--- src/mcu_exec_map.svh ---
`ifndef MCU_EXEC_MAP_SVH
`define MCU_EXEC_MAP_SVH

// Data widths and reset values
`define EXEC_DATA_W        8
`define EXEC_PC_W          11
`define EXEC_ADDR_W        7
`define EXEC_ACC_RST       8'h00
`define EXEC_CARRY_RST     1'b0
`define EXEC_GIE_RST       1'b0
`define EXEC_ALL_ONES      8'hff
`define EXEC_PC_STEP       11'h001
// Machine cycles for the two-cycle forms
`define EXEC_RET_CYCLES    2
`define EXEC_SKIP_CYCLES   2

`endif

--- src/mcu_exec_pkg.sv ---
`default_nettype none
package mcu_exec_pkg;

    // Operations carried out by the execute stage
    typedef enum logic [4:0] {
        OP_NO_OPERATION,
        OP_COPY_MEM_TO_WORK,
        OP_COPY_IMM_TO_WORK,
        OP_COPY_WORK_TO_MEM,
        OP_OR_MEM,
        OP_OR_IMM,
        OP_OR_INTO_MEMORY,
        OP_SUBROUTINE_EXIT,
        OP_RETURN_WITH_VALUE,
        OP_INTERRUPT_EXIT,
        OP_ROTATE_LEFT,
        OP_ROTATE_LEFT_TO_WORK,
        OP_ROTATE_LEFT_VIA_CARRY,
        OP_ROTATE_LEFT_VIA_CARRY_TO_WORK,
        OP_ROTATE_RIGHT,
        OP_ROTATE_RIGHT_TO_WORK,
        OP_ROTATE_RIGHT_VIA_CARRY,
        OP_ROTATE_RIGHT_VIA_CARRY_TO_WORK,
        OP_SUBTRACT_WITH_BORROW,
        OP_SUBTRACT_BORROW_TO_MEM,
        OP_DECREMENT_SKIP_ZERO,
        OP_DECREMENT_TO_WORK_SKIP_ZERO,
        OP_BYTE_SET,
        OP_BIT_SET,
        OP_INCREMENT_SKIP_ZERO
    } exec_op_type;

    // Execute stage sequencing
    typedef enum logic [0:0] {
        ST_RUN,
        ST_EXTRA
    } exec_state_type;

endpackage : mcu_exec_pkg
`default_nettype wire

--- src/mcu_instruction_execute.sv ---
// How it works
// RULE1: copy from memory loads the byte into the accumulator, memory kept.
// RULE2: copy immediate loads the 8-bit constant into the accumulator.
// RULE3: store form writes the accumulator into memory, accumulator kept.
// RULE4: no_operation changes nothing and advances the program counter by one.
// RULE5: OR forms combine accumulator with memory or immediate.
// RULE6: subroutine_exit pops the program counter and takes two cycles.
// RULE7: return-with-value pops the program counter and loads the immediate.
// RULE8: interrupt_exit pops the program counter and sets the global enable.
// RULE9: rotate_left rotates memory left in place, bit 7 into bit 0.
// RULE10: rotate left to work puts rotated memory in accumulator only.
// RULE11: left rotation via carry over nine bits, result to memory.
// RULE12: same nine-bit left rotation, result to accumulator, memory kept.
// RULE13: rotate_right rotates memory right in place, bit 0 into bit 7.
// RULE14: rotate right to work puts rotated memory in accumulator only.
// RULE15: right rotation via carry over nine bits, result to memory.
// RULE16: same nine-bit right rotation, result to accumulator, memory kept.
// RULE17: subtract_with_borrow: accumulator plus inverted byte plus carry.
// RULE18: memory variant writes that same sum back into memory.
// RULE19: decrement_skip_zero writes memory minus one, skips on zero result.
// RULE20: decrement to work loads memory minus one, skips on zero result.
// RULE21: byte set writes all ones into memory.
// RULE22: bit set forces the selected bit to one, others kept.
// RULE23: increment_skip_zero writes memory plus one, skips on zero result.
// RULE24: other forms take one cycle; increments and decrements wrap.
`include "mcu_exec_map.svh"
`default_nettype none
module mcu_instruction_execute
    import mcu_exec_pkg::*;
#(
    parameter int DATA_W = `EXEC_DATA_W,
    parameter int PC_W   = `EXEC_PC_W,
    parameter int ADDR_W = `EXEC_ADDR_W
) (
    input  wire logic              clk_i,
    input  wire logic              rstn_i,
    input  wire logic              issue_valid_i,
    output logic                   issue_ready_o,
    input  wire exec_op_type       issue_op_i,
    input  wire logic [ADDR_W-1:0] issue_addr_i,
    input  wire logic [DATA_W-1:0] issue_imm_i,
    input  wire logic [2:0]        issue_bit_i,
    input  wire logic [PC_W-1:0]   issue_pc_i,
    input  wire logic [DATA_W-1:0] mem_rdata_i,
    input  wire logic [PC_W-1:0]   stack_top_i,
    output logic                   mem_we_o,
    output logic [ADDR_W-1:0]      mem_addr_o,
    output logic [DATA_W-1:0]      mem_wdata_o,
    output logic                   stack_pop_o,
    output logic                   pc_load_o,
    output logic [PC_W-1:0]        pc_o,
    output logic                   discard_o,
    output logic                   done_o,
    output logic [DATA_W-1:0]      acc_o,
    output logic                   carry_o,
    output logic                   global_interrupt_enable_o
);

    // Rotate helpers shared by the in-place and to-work forms
    function automatic logic [DATA_W-1:0] rot_left(
        input logic [DATA_W-1:0] v,
        input logic              fill
    );
        rot_left = {v[DATA_W-2:0], fill};
    endfunction : rot_left

    function automatic logic [DATA_W-1:0] rot_right(
        input logic [DATA_W-1:0] v,
        input logic              fill
    );
        rot_right = {fill, v[DATA_W-1:1]};
    endfunction : rot_right

    logic [DATA_W-1:0] acc_r;
    logic              carry_r;
    logic              gie_r;
    exec_state_type    state_r;
    logic              accept;
    logic [DATA_W-1:0] m;
    logic [DATA_W-1:0] inc_v;
    logic [DATA_W-1:0] dec_v;
    logic [DATA_W-1:0] diff_v;
    logic [DATA_W-1:0] res;
    logic              wr_acc;
    logic              wr_mem;
    logic              wr_carry;
    logic              new_carry;
    logic              pop;
    logic              two_cycle;

    assign m      = mem_rdata_i;
    assign accept = issue_valid_i && (state_r == ST_RUN);
    assign issue_ready_o = (state_r == ST_RUN);
    // RULE24: wrap modulo 256
    assign inc_v = m + {{(DATA_W-1){1'b0}}, 1'b1};
    assign dec_v = m - {{(DATA_W-1){1'b0}}, 1'b1};
    // RULE17: inverted operand plus carry
    assign diff_v = acc_r + ~m + {{(DATA_W-1){1'b0}}, carry_r};

    // Operation decode: result, destination and cycle count
    always_comb begin
        res       = acc_r;
        wr_acc    = 1'b0;
        wr_mem    = 1'b0;
        wr_carry  = 1'b0;
        new_carry = carry_r;
        pop       = 1'b0;
        two_cycle = 1'b0;
        case (issue_op_i)
            // RULE4: nothing written
            OP_NO_OPERATION: begin
                res = acc_r;
            end
            // RULE1: memory to accumulator
            OP_COPY_MEM_TO_WORK: begin
                res    = m;
                wr_acc = 1'b1;
            end
            // RULE2: immediate to accumulator
            OP_COPY_IMM_TO_WORK: begin
                res    = issue_imm_i;
                wr_acc = 1'b1;
            end
            // RULE3: accumulator to memory
            OP_COPY_WORK_TO_MEM: begin
                res    = acc_r;
                wr_mem = 1'b1;
            end
            // RULE5: OR forms
            OP_OR_MEM: begin
                res    = acc_r | m;
                wr_acc = 1'b1;
            end
            OP_OR_IMM: begin
                res    = acc_r | issue_imm_i;
                wr_acc = 1'b1;
            end
            OP_OR_INTO_MEMORY: begin
                res    = acc_r | m;
                wr_mem = 1'b1;
            end
            // RULE6: pop with extra cycle
            OP_SUBROUTINE_EXIT: begin
                pop       = 1'b1;
                two_cycle = 1'b1;
            end
            // RULE7: pop and load immediate
            OP_RETURN_WITH_VALUE: begin
                pop    = 1'b1;
                res    = issue_imm_i;
                wr_acc = 1'b1;
            end
            // RULE8: pop, enable set below
            OP_INTERRUPT_EXIT: begin
                pop = 1'b1;
            end
            // RULE9: rotate memory left
            OP_ROTATE_LEFT: begin
                res    = rot_left(m, m[DATA_W-1]);
                wr_mem = 1'b1;
            end
            // RULE10: rotate left into accumulator
            OP_ROTATE_LEFT_TO_WORK: begin
                res    = rot_left(m, m[DATA_W-1]);
                wr_acc = 1'b1;
            end
            // RULE11: nine-bit left to memory
            OP_ROTATE_LEFT_VIA_CARRY: begin
                res       = rot_left(m, carry_r);
                wr_mem    = 1'b1;
                wr_carry  = 1'b1;
                new_carry = m[DATA_W-1];
            end
            // RULE12: nine-bit left to accumulator
            OP_ROTATE_LEFT_VIA_CARRY_TO_WORK: begin
                res       = rot_left(m, carry_r);
                wr_acc    = 1'b1;
                wr_carry  = 1'b1;
                new_carry = m[DATA_W-1];
            end
            // RULE13: rotate memory right
            OP_ROTATE_RIGHT: begin
                res    = rot_right(m, m[0]);
                wr_mem = 1'b1;
            end
            // RULE14: rotate right into accumulator
            OP_ROTATE_RIGHT_TO_WORK: begin
                res    = rot_right(m, m[0]);
                wr_acc = 1'b1;
            end
            // RULE15: nine-bit right to memory
            OP_ROTATE_RIGHT_VIA_CARRY: begin
                res       = rot_right(m, carry_r);
                wr_mem    = 1'b1;
                wr_carry  = 1'b1;
                new_carry = m[0];
            end
            // RULE16: nine-bit right to accumulator
            OP_ROTATE_RIGHT_VIA_CARRY_TO_WORK: begin
                res       = rot_right(m, carry_r);
                wr_acc    = 1'b1;
                wr_carry  = 1'b1;
                new_carry = m[0];
            end
            // RULE17: difference to accumulator
            OP_SUBTRACT_WITH_BORROW: begin
                res    = diff_v;
                wr_acc = 1'b1;
            end
            // RULE18: difference to memory
            OP_SUBTRACT_BORROW_TO_MEM: begin
                res    = diff_v;
                wr_mem = 1'b1;
            end
            // RULE19: decrement in place, skip on zero
            OP_DECREMENT_SKIP_ZERO: begin
                res       = dec_v;
                wr_mem    = 1'b1;
                two_cycle = (dec_v == '0);
            end
            // RULE20: decrement to accumulator, skip on zero
            OP_DECREMENT_TO_WORK_SKIP_ZERO: begin
                res       = dec_v;
                wr_acc    = 1'b1;
                two_cycle = (dec_v == '0);
            end
            // RULE21: all ones
            OP_BYTE_SET: begin
                res    = `EXEC_ALL_ONES;
                wr_mem = 1'b1;
            end
            // RULE22: single bit forced high
            OP_BIT_SET: begin
                res    = m | (DATA_W'(1) << issue_bit_i);
                wr_mem = 1'b1;
            end
            // RULE23: increment in place, skip on zero
            OP_INCREMENT_SKIP_ZERO: begin
                res       = inc_v;
                wr_mem    = 1'b1;
                two_cycle = (inc_v == '0);
            end
            default: begin
                res = acc_r;
            end
        endcase
    end

    // Memory write port, combinational handshake with the data memory
    assign mem_addr_o  = issue_addr_i;
    assign mem_wdata_o = res;
    assign mem_we_o    = accept && wr_mem;
    assign stack_pop_o = accept && pop;

    // Accumulator
    always_ff @(posedge clk_i) begin
        if (!rstn_i) begin
            acc_r <= `EXEC_ACC_RST;
        end else if (accept && wr_acc) begin
            acc_r <= res;
        end
    end

    // Carry flag
    always_ff @(posedge clk_i) begin
        if (!rstn_i) begin
            carry_r <= `EXEC_CARRY_RST;
        end else if (accept && wr_carry) begin
            carry_r <= new_carry;
        end
    end

    // Global interrupt enable
    always_ff @(posedge clk_i) begin
        if (!rstn_i) begin
            gie_r <= `EXEC_GIE_RST;
        end else if (accept && issue_op_i == OP_INTERRUPT_EXIT) begin
            // RULE8: enable set on return
            gie_r <= 1'b1;
        end
    end

    // Sequencing: second cycle for subroutine_exit and taken skips
    always_ff @(posedge clk_i) begin
        if (!rstn_i) begin
            state_r <= ST_RUN;
        end else begin
            case (state_r)
                ST_RUN: begin
                    // RULE24: single cycle unless flagged
                    if (accept && two_cycle) begin
                        state_r <= ST_EXTRA;
                    end
                end
                ST_EXTRA: begin
                    state_r <= ST_RUN;
                end
                default: begin
                    state_r <= ST_RUN;
                end
            endcase
        end
    end

    // Program counter load strobe and next value
    always_ff @(posedge clk_i) begin
        if (!rstn_i) begin
            pc_load_o <= 1'b0;
            pc_o      <= '0;
        end else begin
            pc_load_o <= accept;
            if (accept && pop) begin
                // RULE6: pop into program counter
                pc_o <= stack_top_i;
            end else if (accept) begin
                // RULE4: step by one
                pc_o <= issue_pc_i + `EXEC_PC_STEP;
            end
        end
    end

    // Discard strobe for a taken skip; returns refetch on their own
    always_ff @(posedge clk_i) begin
        if (!rstn_i) begin
            discard_o <= 1'b0;
        end else begin
            // RULE19: prefetched word dropped
            discard_o <= accept && two_cycle && !pop;
        end
    end

    // Completion strobe, held back by the extra cycle where one is needed
    always_ff @(posedge clk_i) begin
        if (!rstn_i) begin
            done_o <= 1'b0;
        end else begin
            done_o <= (accept && !two_cycle) || (state_r == ST_EXTRA);
        end
    end

    assign acc_o                     = acc_r;
    assign carry_o                   = carry_r;
    assign global_interrupt_enable_o = gie_r;

endmodule : mcu_instruction_execute
`default_nettype wire

--- config.mk ---
export PLATFORM = sky130hd
export DESIGN_NAME = mcu_instruction_execute
export DESIGN_NICKNAME = d
export VERILOG_FILES = /design/src/mcu_exec_pkg.sv /design/src/mcu_instruction_execute.sv
export VERILOG_INCLUDE_DIRS = /design/src
export SDC_FILE = /design/constraint.sdc
export NUM_CORES = 1
export LEC_CHECK = 0
export BUFFER_PORTS_ARGS = -buffer_cell sky130_fd_sc_hd__buf_2
export CORE_MARGIN = 2
export CORE_UTILIZATION = 49
export DETAILED_ROUTE_END_ITERATION = 10
export GPL_ROUTABILITY_DRIVEN = 0
export PLACE_DENSITY = 0.87
export SETUP_SLACK_MARGIN = 0.2
export SYNTH_ARGS = -nofsm -noshare
export SYNTH_HDL_FRONTEND = slang
export SYNTH_SLANG_ARGS = --single-unit
--- constraint.sdc ---
create_clock -name clk_i -period 6.3 [get_ports clk_i]
set_input_delay 0.315 -clock clk_i [delete_from_list [all_inputs] [get_ports clk_i]]
set_output_delay 0.315 -clock clk_i [all_outputs]
set_load 0.01 [all_outputs]
After elaboration in Yosys (flattened, before gate mapping)
Index checks and enable logic that the tools add are counted.

Register bits: 25. Bits in read-only memories: 0. Input port bits: 56. Memories: 0. Output and inout bits: 42. Logic and storage cells: 83. RAM bits: 0. Bits in latches: 0.

Shift-type cells: 1. Equal/unequal tests: 24. Add/subtract/negate cells: 5. Order comparisons: 0. Reductions and logical operators: 29. Muxes and demuxes: 11. Bitwise gates (word level): 5. Multipliers: 0. Div/mod/pow operators: 0.

Operators by type and width (count): case mux 8 bit (13 select lines) (1); == test 5 bit, second input constant (9); == test 5 x 4 -> 1 bit, second input constant (8); OR 8 bit (3); two-way mux 11 bit (2); OR reduction 11 bit (2); == test 5 x 3 -> 1 bit, second input constant (4); zero test 8 bit (2); OR reduction 2 bit (8); adder 11 x 1 -> 11 bit, second input constant (1); == test 5 x 2 -> 1 bit, second input constant (2); logical AND 1 bit (9); adder 8 x 1 -> 8 bit (1); adder 8 x 1 -> 8 bit, second input constant (1); adder 8 bit (1); inverter 8 bit (1); left shift 1 x 3 -> 8 bit, first input constant (1); subtractor 8 x 1 -> 8 bit, second input constant (1); == test 5 x 1 -> 1 bit, second input constant (1); two-way mux 1 bit (5); case mux 1 bit (2 select lines) (2); nonzero test 2 bit (2); OR reduction 4 bit (1); case mux 1 bit (3 select lines) (1); other kinds (5) (6).

Depth between registers and ports, before layout
Depth after elaboration: 6. Depth in mapped cells: 10. Mapped depth without buffers: 9.

Worst setup path before layout
Ideal clock, no wire load.

Path type: in2out. From: input mem_rdata_i[0]. To: output mem_wdata_o[6]. Path buffers: 1. Stages on the path: 10. Arrival time: 2562 ps. Setup slack: 3423 ps. Data required time: 5985 ps. Path through: clkbuf_1 > inv_1 > fa_1 > fa_1 > a211oi_1 > o21bai_1 > a21oi_1 > xnor2_1 > nand2_1 > a21oi_1.

Word-level cells in the longest chain between the ends: 4. Elaborated cells between the ends (all ways): 6. Classes of those cells: 4 x add/sub; 1 x mux; 1 x bitwise.

Ends and longest elaborated chain: from (decl) (RTL line mcu_instruction_execute.sv:44) `input wire logic [DATA_W-1:0] mem_rdata_i,`; inverter 8 bit (RTL line mcu_instruction_execute.sv:98) `assign diff_v = acc_r + ~m + {{(DATA_W-1){1'b0}}, carry_r};`; adder 8 bit (RTL line mcu_instruction_execute.sv:98); adder 8 x 1 -> 8 bit (RTL line mcu_instruction_execute.sv:98); case mux 8 bit (13 select lines) * (RTL line mcu_instruction_execute.sv:109) `case (issue_op_i)`; to (decl) (RTL line mcu_instruction_execute.sv:48) `output logic [DATA_W-1:0] mem_wdata_o,`.

Every way passes the cells marked *; elsewhere a longest branch is shown, timed or not.

Final worst setup path
From: input mem_rdata_i[0]. To: output mem_wdata_o[4].

Same word-level chain as after synthesis.

==> key figures <==
Timing
  • Setup_tns: 0 ns
  • Number of slew-limit violations in the final report: 0
  • Number of hold violations in the final report: 0
  • Remaining max-slew budget at the tightest pin: 31.9%
  • Highest achievable clock rate: ~310 MHz
  • # setup viols final: 0
  • Share of the cycle needed by the critical path after routing: 50.4%
  • Setup repair after global routing missed its margin: no
  • Transition time of the tightest slew-check pin: 1.02 ns
  • Min Tclk post-route: 3.17 ns
  • Largest clock skew in the final design: between 0.003 and 0.004 ns

Placed design
  • Placed wire-length estimate after detailed placement: slightly above 8000 um
  • DP Cell Count: just under 600
  • Input/output buffers: 83

Logic synthesis
  • Number of distinct library cell variants in the gate-level netlist after synthesis: 79
  • Synthesized area per cell: roughly 7.2 um^2
  • Largest area contributor in the synthesized netlist: sky130_fd_sc_hd__dfxtp_1
  • Async set-or-reset flop fraction in the synthesized netlist: 0%
  • Combined area of all synthesized cells: between 3000 and 4000 um^2
  • Top flip-flop cell by instance count after synthesis: sky130_fd_sc_hd__dfxtp_1
  • Most area-consuming cells after synthesis: sky130_fd_sc_hd__dfxtp_1 15%, sky130_fd_sc_hd__a21oi_1 5.1%, sky130_fd_sc_hd__nor2_1 4.8%
  • Post-synthesis instance total: 474
  • Yosys Warn Count: 0
  • Number of flip-flops and latches in the synthesized netlist: 25
  • Post-synth EDFFs: 0
  • Net Count, Synth: about 540
  • Part of the Yosys area used for sequential elements: roughly 15%
  • Fraction of synthesized cell area taken by the top area cell type: between 10 and 15%

Cells and area
  • Fraction of layout instances using a drive strength above 1: approximately a fifth
  • Total number of nets in the final design: 590
  • Antenna fix cells: 0
  • Post-route insts no fill: 600
  • Area growth from synthesis to layout: 9.39%
  • Final core utilization: between 50% and 60%

CTS
  • Clock Pin Slew Worst Setup and Hold Paths: around 0.09 ns
  • CTS H-tree lvls: 1
  • Post-cts sizing count: 0
  • Clock tree from TritonCTS: yes
  • Number of clock sinks: 25
  • Setup Fix Bufs, Post-CTS: 0
  • Worst-Skew Late Latency: roughly 0.27 ns
  • Max Buffers Root-to-Sink: 2
  • Cell at the root of the clock tree: sky130_fd_sc_hd__clkbuf_8
  • CTS buffer count: 3
  • Post-CTS Hold Buffers: 0

GRT
  • Maximum number of pins on one net before global-route repair: 44
  • Vias in the first global route: 3602
  • Gr ovfl total: 0
  • First-pass GRT wire length: approximately 18000 um
  • GRT Util Overall: around 29%
  • Antenna violations before repair: 0

Floorplan
  • Top Ports: 98
  • Chip Width: between 80 and 90 um
  • Core Footprint: a little under 7000 um^2
  • Die ar.: about 7600 um^2
  • Placement Rows: 30
  • Starting density of the core: about half
  • Die extent in y: slightly below 90 um

Worst setup path
  • Critical path capture point type: output port
  • Element type at the critical path start: input pin
  • Largest driver fanout on the critical path: 16
  • Arrival time at the worst endpoint: between 2 and 3 ns
  • Critical path type: in -> out
  • Data required time at the worst endpoint: roughly 6.0 ns

Drt
  • Starting DRC count in detailed routing: 794
  • Ratio of routed vias to standard cells: around 6.8
  • Average wire per cell in the routed design: roughly 19 um
  • Number of search-and-repair iterations in the first detailed-routing pass: 9
  • # DRC: 0
  • Vias post-DR: around 4100
  • Count of nets left with antenna violations after detail routing: 0
  • Total detailed-routing wirelength: between 10000 and 15000 um

Outcome
  • Outcome: finished, final reports clean

Pwr
  • Power per cell area: roughly 140 nW/um^2
  • Maximum vdd ir drop: between 0.08 and 0.09 mV
  • Leakage: ~1.6 nW

Job
  • Max Cap Viol: 0

Worst hold path
  • Worst hold path class: in -> reg
-- logic make-up after synthesis --
| group | share of synthesized area [%] |
|---|---|
| fa+ha+maj | 5.21 |
| flops | 14.7 |
| mux | 1.83 |
| compound gates | 33.5 |
| simple gates | 28.6 |
| buf+inv | 9.28 |
| xor+xnor | 6.94 |
-- per-stage QoR --
| stage | cell area, um^2 | setup WS (ns) | power, mW | hold slack [ns] |
|---|---|---|---|---|
| floorplan | 3410 | 3.42 | 0.348 | 0.466 |
| global placement | 3680 | 3.26 | 0.411 | 0.440 |
| detailed placement | 3680 | 3.19 | 0.417 | 0.447 |
| CTS | 3730 | 3.17 | 0.515 | 0.314 |
| global route | 3730 | 3.01 | 0.552 | 0.334 |
| finish | 3730 | 3.13 | 0.522 | 0.313 |
-- synth_stat cells (3+ instances only) --
cell type and count:
sky130_fd_sc_hd__a311o_1 3, sky130_fd_sc_hd__inv_1 18, sky130_fd_sc_hd__xor2_1 10, sky130_fd_sc_hd__a32oi_1 5, sky130_fd_sc_hd__a22oi_1 5, sky130_fd_sc_hd__o211a_1 3, sky130_fd_sc_hd__o21a_1 6, sky130_fd_sc_hd__a21o_1 3
sky130_fd_sc_hd__nor2_1 44, sky130_fd_sc_hd__a21oi_1 35, sky130_fd_sc_hd__a31oi_1 11, sky130_fd_sc_hd__ha_1 11, sky130_fd_sc_hd__nand2b_1 4, sky130_fd_sc_hd__and2_1 6, sky130_fd_sc_hd__nor2b_1 8, sky130_fd_sc_hd__buf_6 4
sky130_fd_sc_hd__clkbuf_1 10, sky130_fd_sc_hd__a221o_1 3, sky130_fd_sc_hd__o211ai_1 9, sky130_fd_sc_hd__dfxtp_1 25, sky130_fd_sc_hd__and3_1 10, sky130_fd_sc_hd__or3_1 4, sky130_fd_sc_hd__o21ai_0 26, sky130_fd_sc_hd__buf_1 3
sky130_fd_sc_hd__buf_4 11, sky130_fd_sc_hd__xnor2_1 17, sky130_fd_sc_hd__mux2i_1 4, sky130_fd_sc_hd__o21ai_1 6, sky130_fd_sc_hd__nor3b_1 6, sky130_fd_sc_hd__o22ai_1 4, sky130_fd_sc_hd__o31ai_1 3, sky130_fd_sc_hd__nand2_1 42
sky130_fd_sc_hd__nand3_1 18, sky130_fd_sc_hd__a211oi_1 10, sky130_fd_sc_hd__a41oi_1 3, sky130_fd_sc_hd__a2111oi_2 3, sky130_fd_sc_hd__nor3_1 13, sky130_fd_sc_hd__buf_2 13
-- state kept, by name, indices dropped and copies added, names as in the netlist --
register                   flops
pc_o                          11
acc_o                          8
carry_o                        1
discard_o                      1
done_o                         1
global_interrupt_enable_o      1
pc_load_o                      1
state_r                        1
-- layer usage --
| metal | GRT usage, % | part of all wire (%) | routed length, um |
|---|---|---|---|
| met2 | 44.8 | 43 | 4840 |
| met1 | 36.9 | 39 | 4400 |
| met5 | 0 | 0 | 0 |
| met4 | 13.7 | 6.0 | 680 |
| met3 | 6.16 | 12 | 1330 |
-- power by group --
group	leakage, nW	switching (mW)	internal (mW)
Combinational	1.36	0.148	0.0933
Sequential	0.206	0.0127	0.168
Clock	0.0255	0.0554	0.0444
-- critical path, stage by stage --
cell                       delay [ns]
sky130_fd_sc_hd__buf_2           0.28
sky130_fd_sc_hd__inv_1           0.17
sky130_fd_sc_hd__fa_1            0.49
sky130_fd_sc_hd__fa_1            0.43
sky130_fd_sc_hd__a211oi_1        0.33
sky130_fd_sc_hd__nor2_1          0.09
sky130_fd_sc_hd__nor2_1          0.09
sky130_fd_sc_hd__o22ai_1         0.08
sky130_fd_sc_hd__a211oi_1        0.29
sky130_fd_sc_hd__a21oi_1         0.13
sky130_fd_sc_hd__buf_2           0.15
-- cell usage in the layout (no fill, tap or decap), types with 8 or more instances in the layout --
cell type                   n
sky130_fd_sc_hd__a211oi_1  10
sky130_fd_sc_hd__a21oi_1   35
sky130_fd_sc_hd__a31oi_1   11
sky130_fd_sc_hd__and3_1    10
sky130_fd_sc_hd__buf_2     83
sky130_fd_sc_hd__dfxtp_1   25
sky130_fd_sc_hd__ha_1      11
sky130_fd_sc_hd__inv_1     18
sky130_fd_sc_hd__nand2_1   42
sky130_fd_sc_hd__nand3_1   18
sky130_fd_sc_hd__nor2_1    44
sky130_fd_sc_hd__nor2b_1    8
sky130_fd_sc_hd__nor3_1    13
sky130_fd_sc_hd__o211ai_1   9
sky130_fd_sc_hd__o21ai_0   26
sky130_fd_sc_hd__xnor2_1   17
sky130_fd_sc_hd__xor2_1    10
-- layout make-up --
type / instances / area, um^2
Multi-Input combinational cell: 388 / 2590
Clock buffer: 3 / 41.3
Timing Repair Buffer: 83 / 415
Inverter: 20 / 75.1
Clock inverter: 1 / 5.00
Tap cell: 80 / 100
Fill cell: 617 / 3030
Sequential cell: 25 / 500
-- path summary, 6_finish.rpt --
| check | from | endpoint | slack [ns] | depth (start not counted) |
|---|---|---|---|---|
| setup / recovery | mem_rdata_i[0] | mem_wdata_o[4] | 3.13 | 11 |
| hold / removal | issue_valid_i | done_o | 0.31 | 3 |
| setup reg to reg | acc_o[0] | acc_o[4] | 3.85 | 8 |
| hold reg to reg | pc_o[3] | pc_o[3] | 0.46 | 2 |
(Power assumes the default switching activity.)
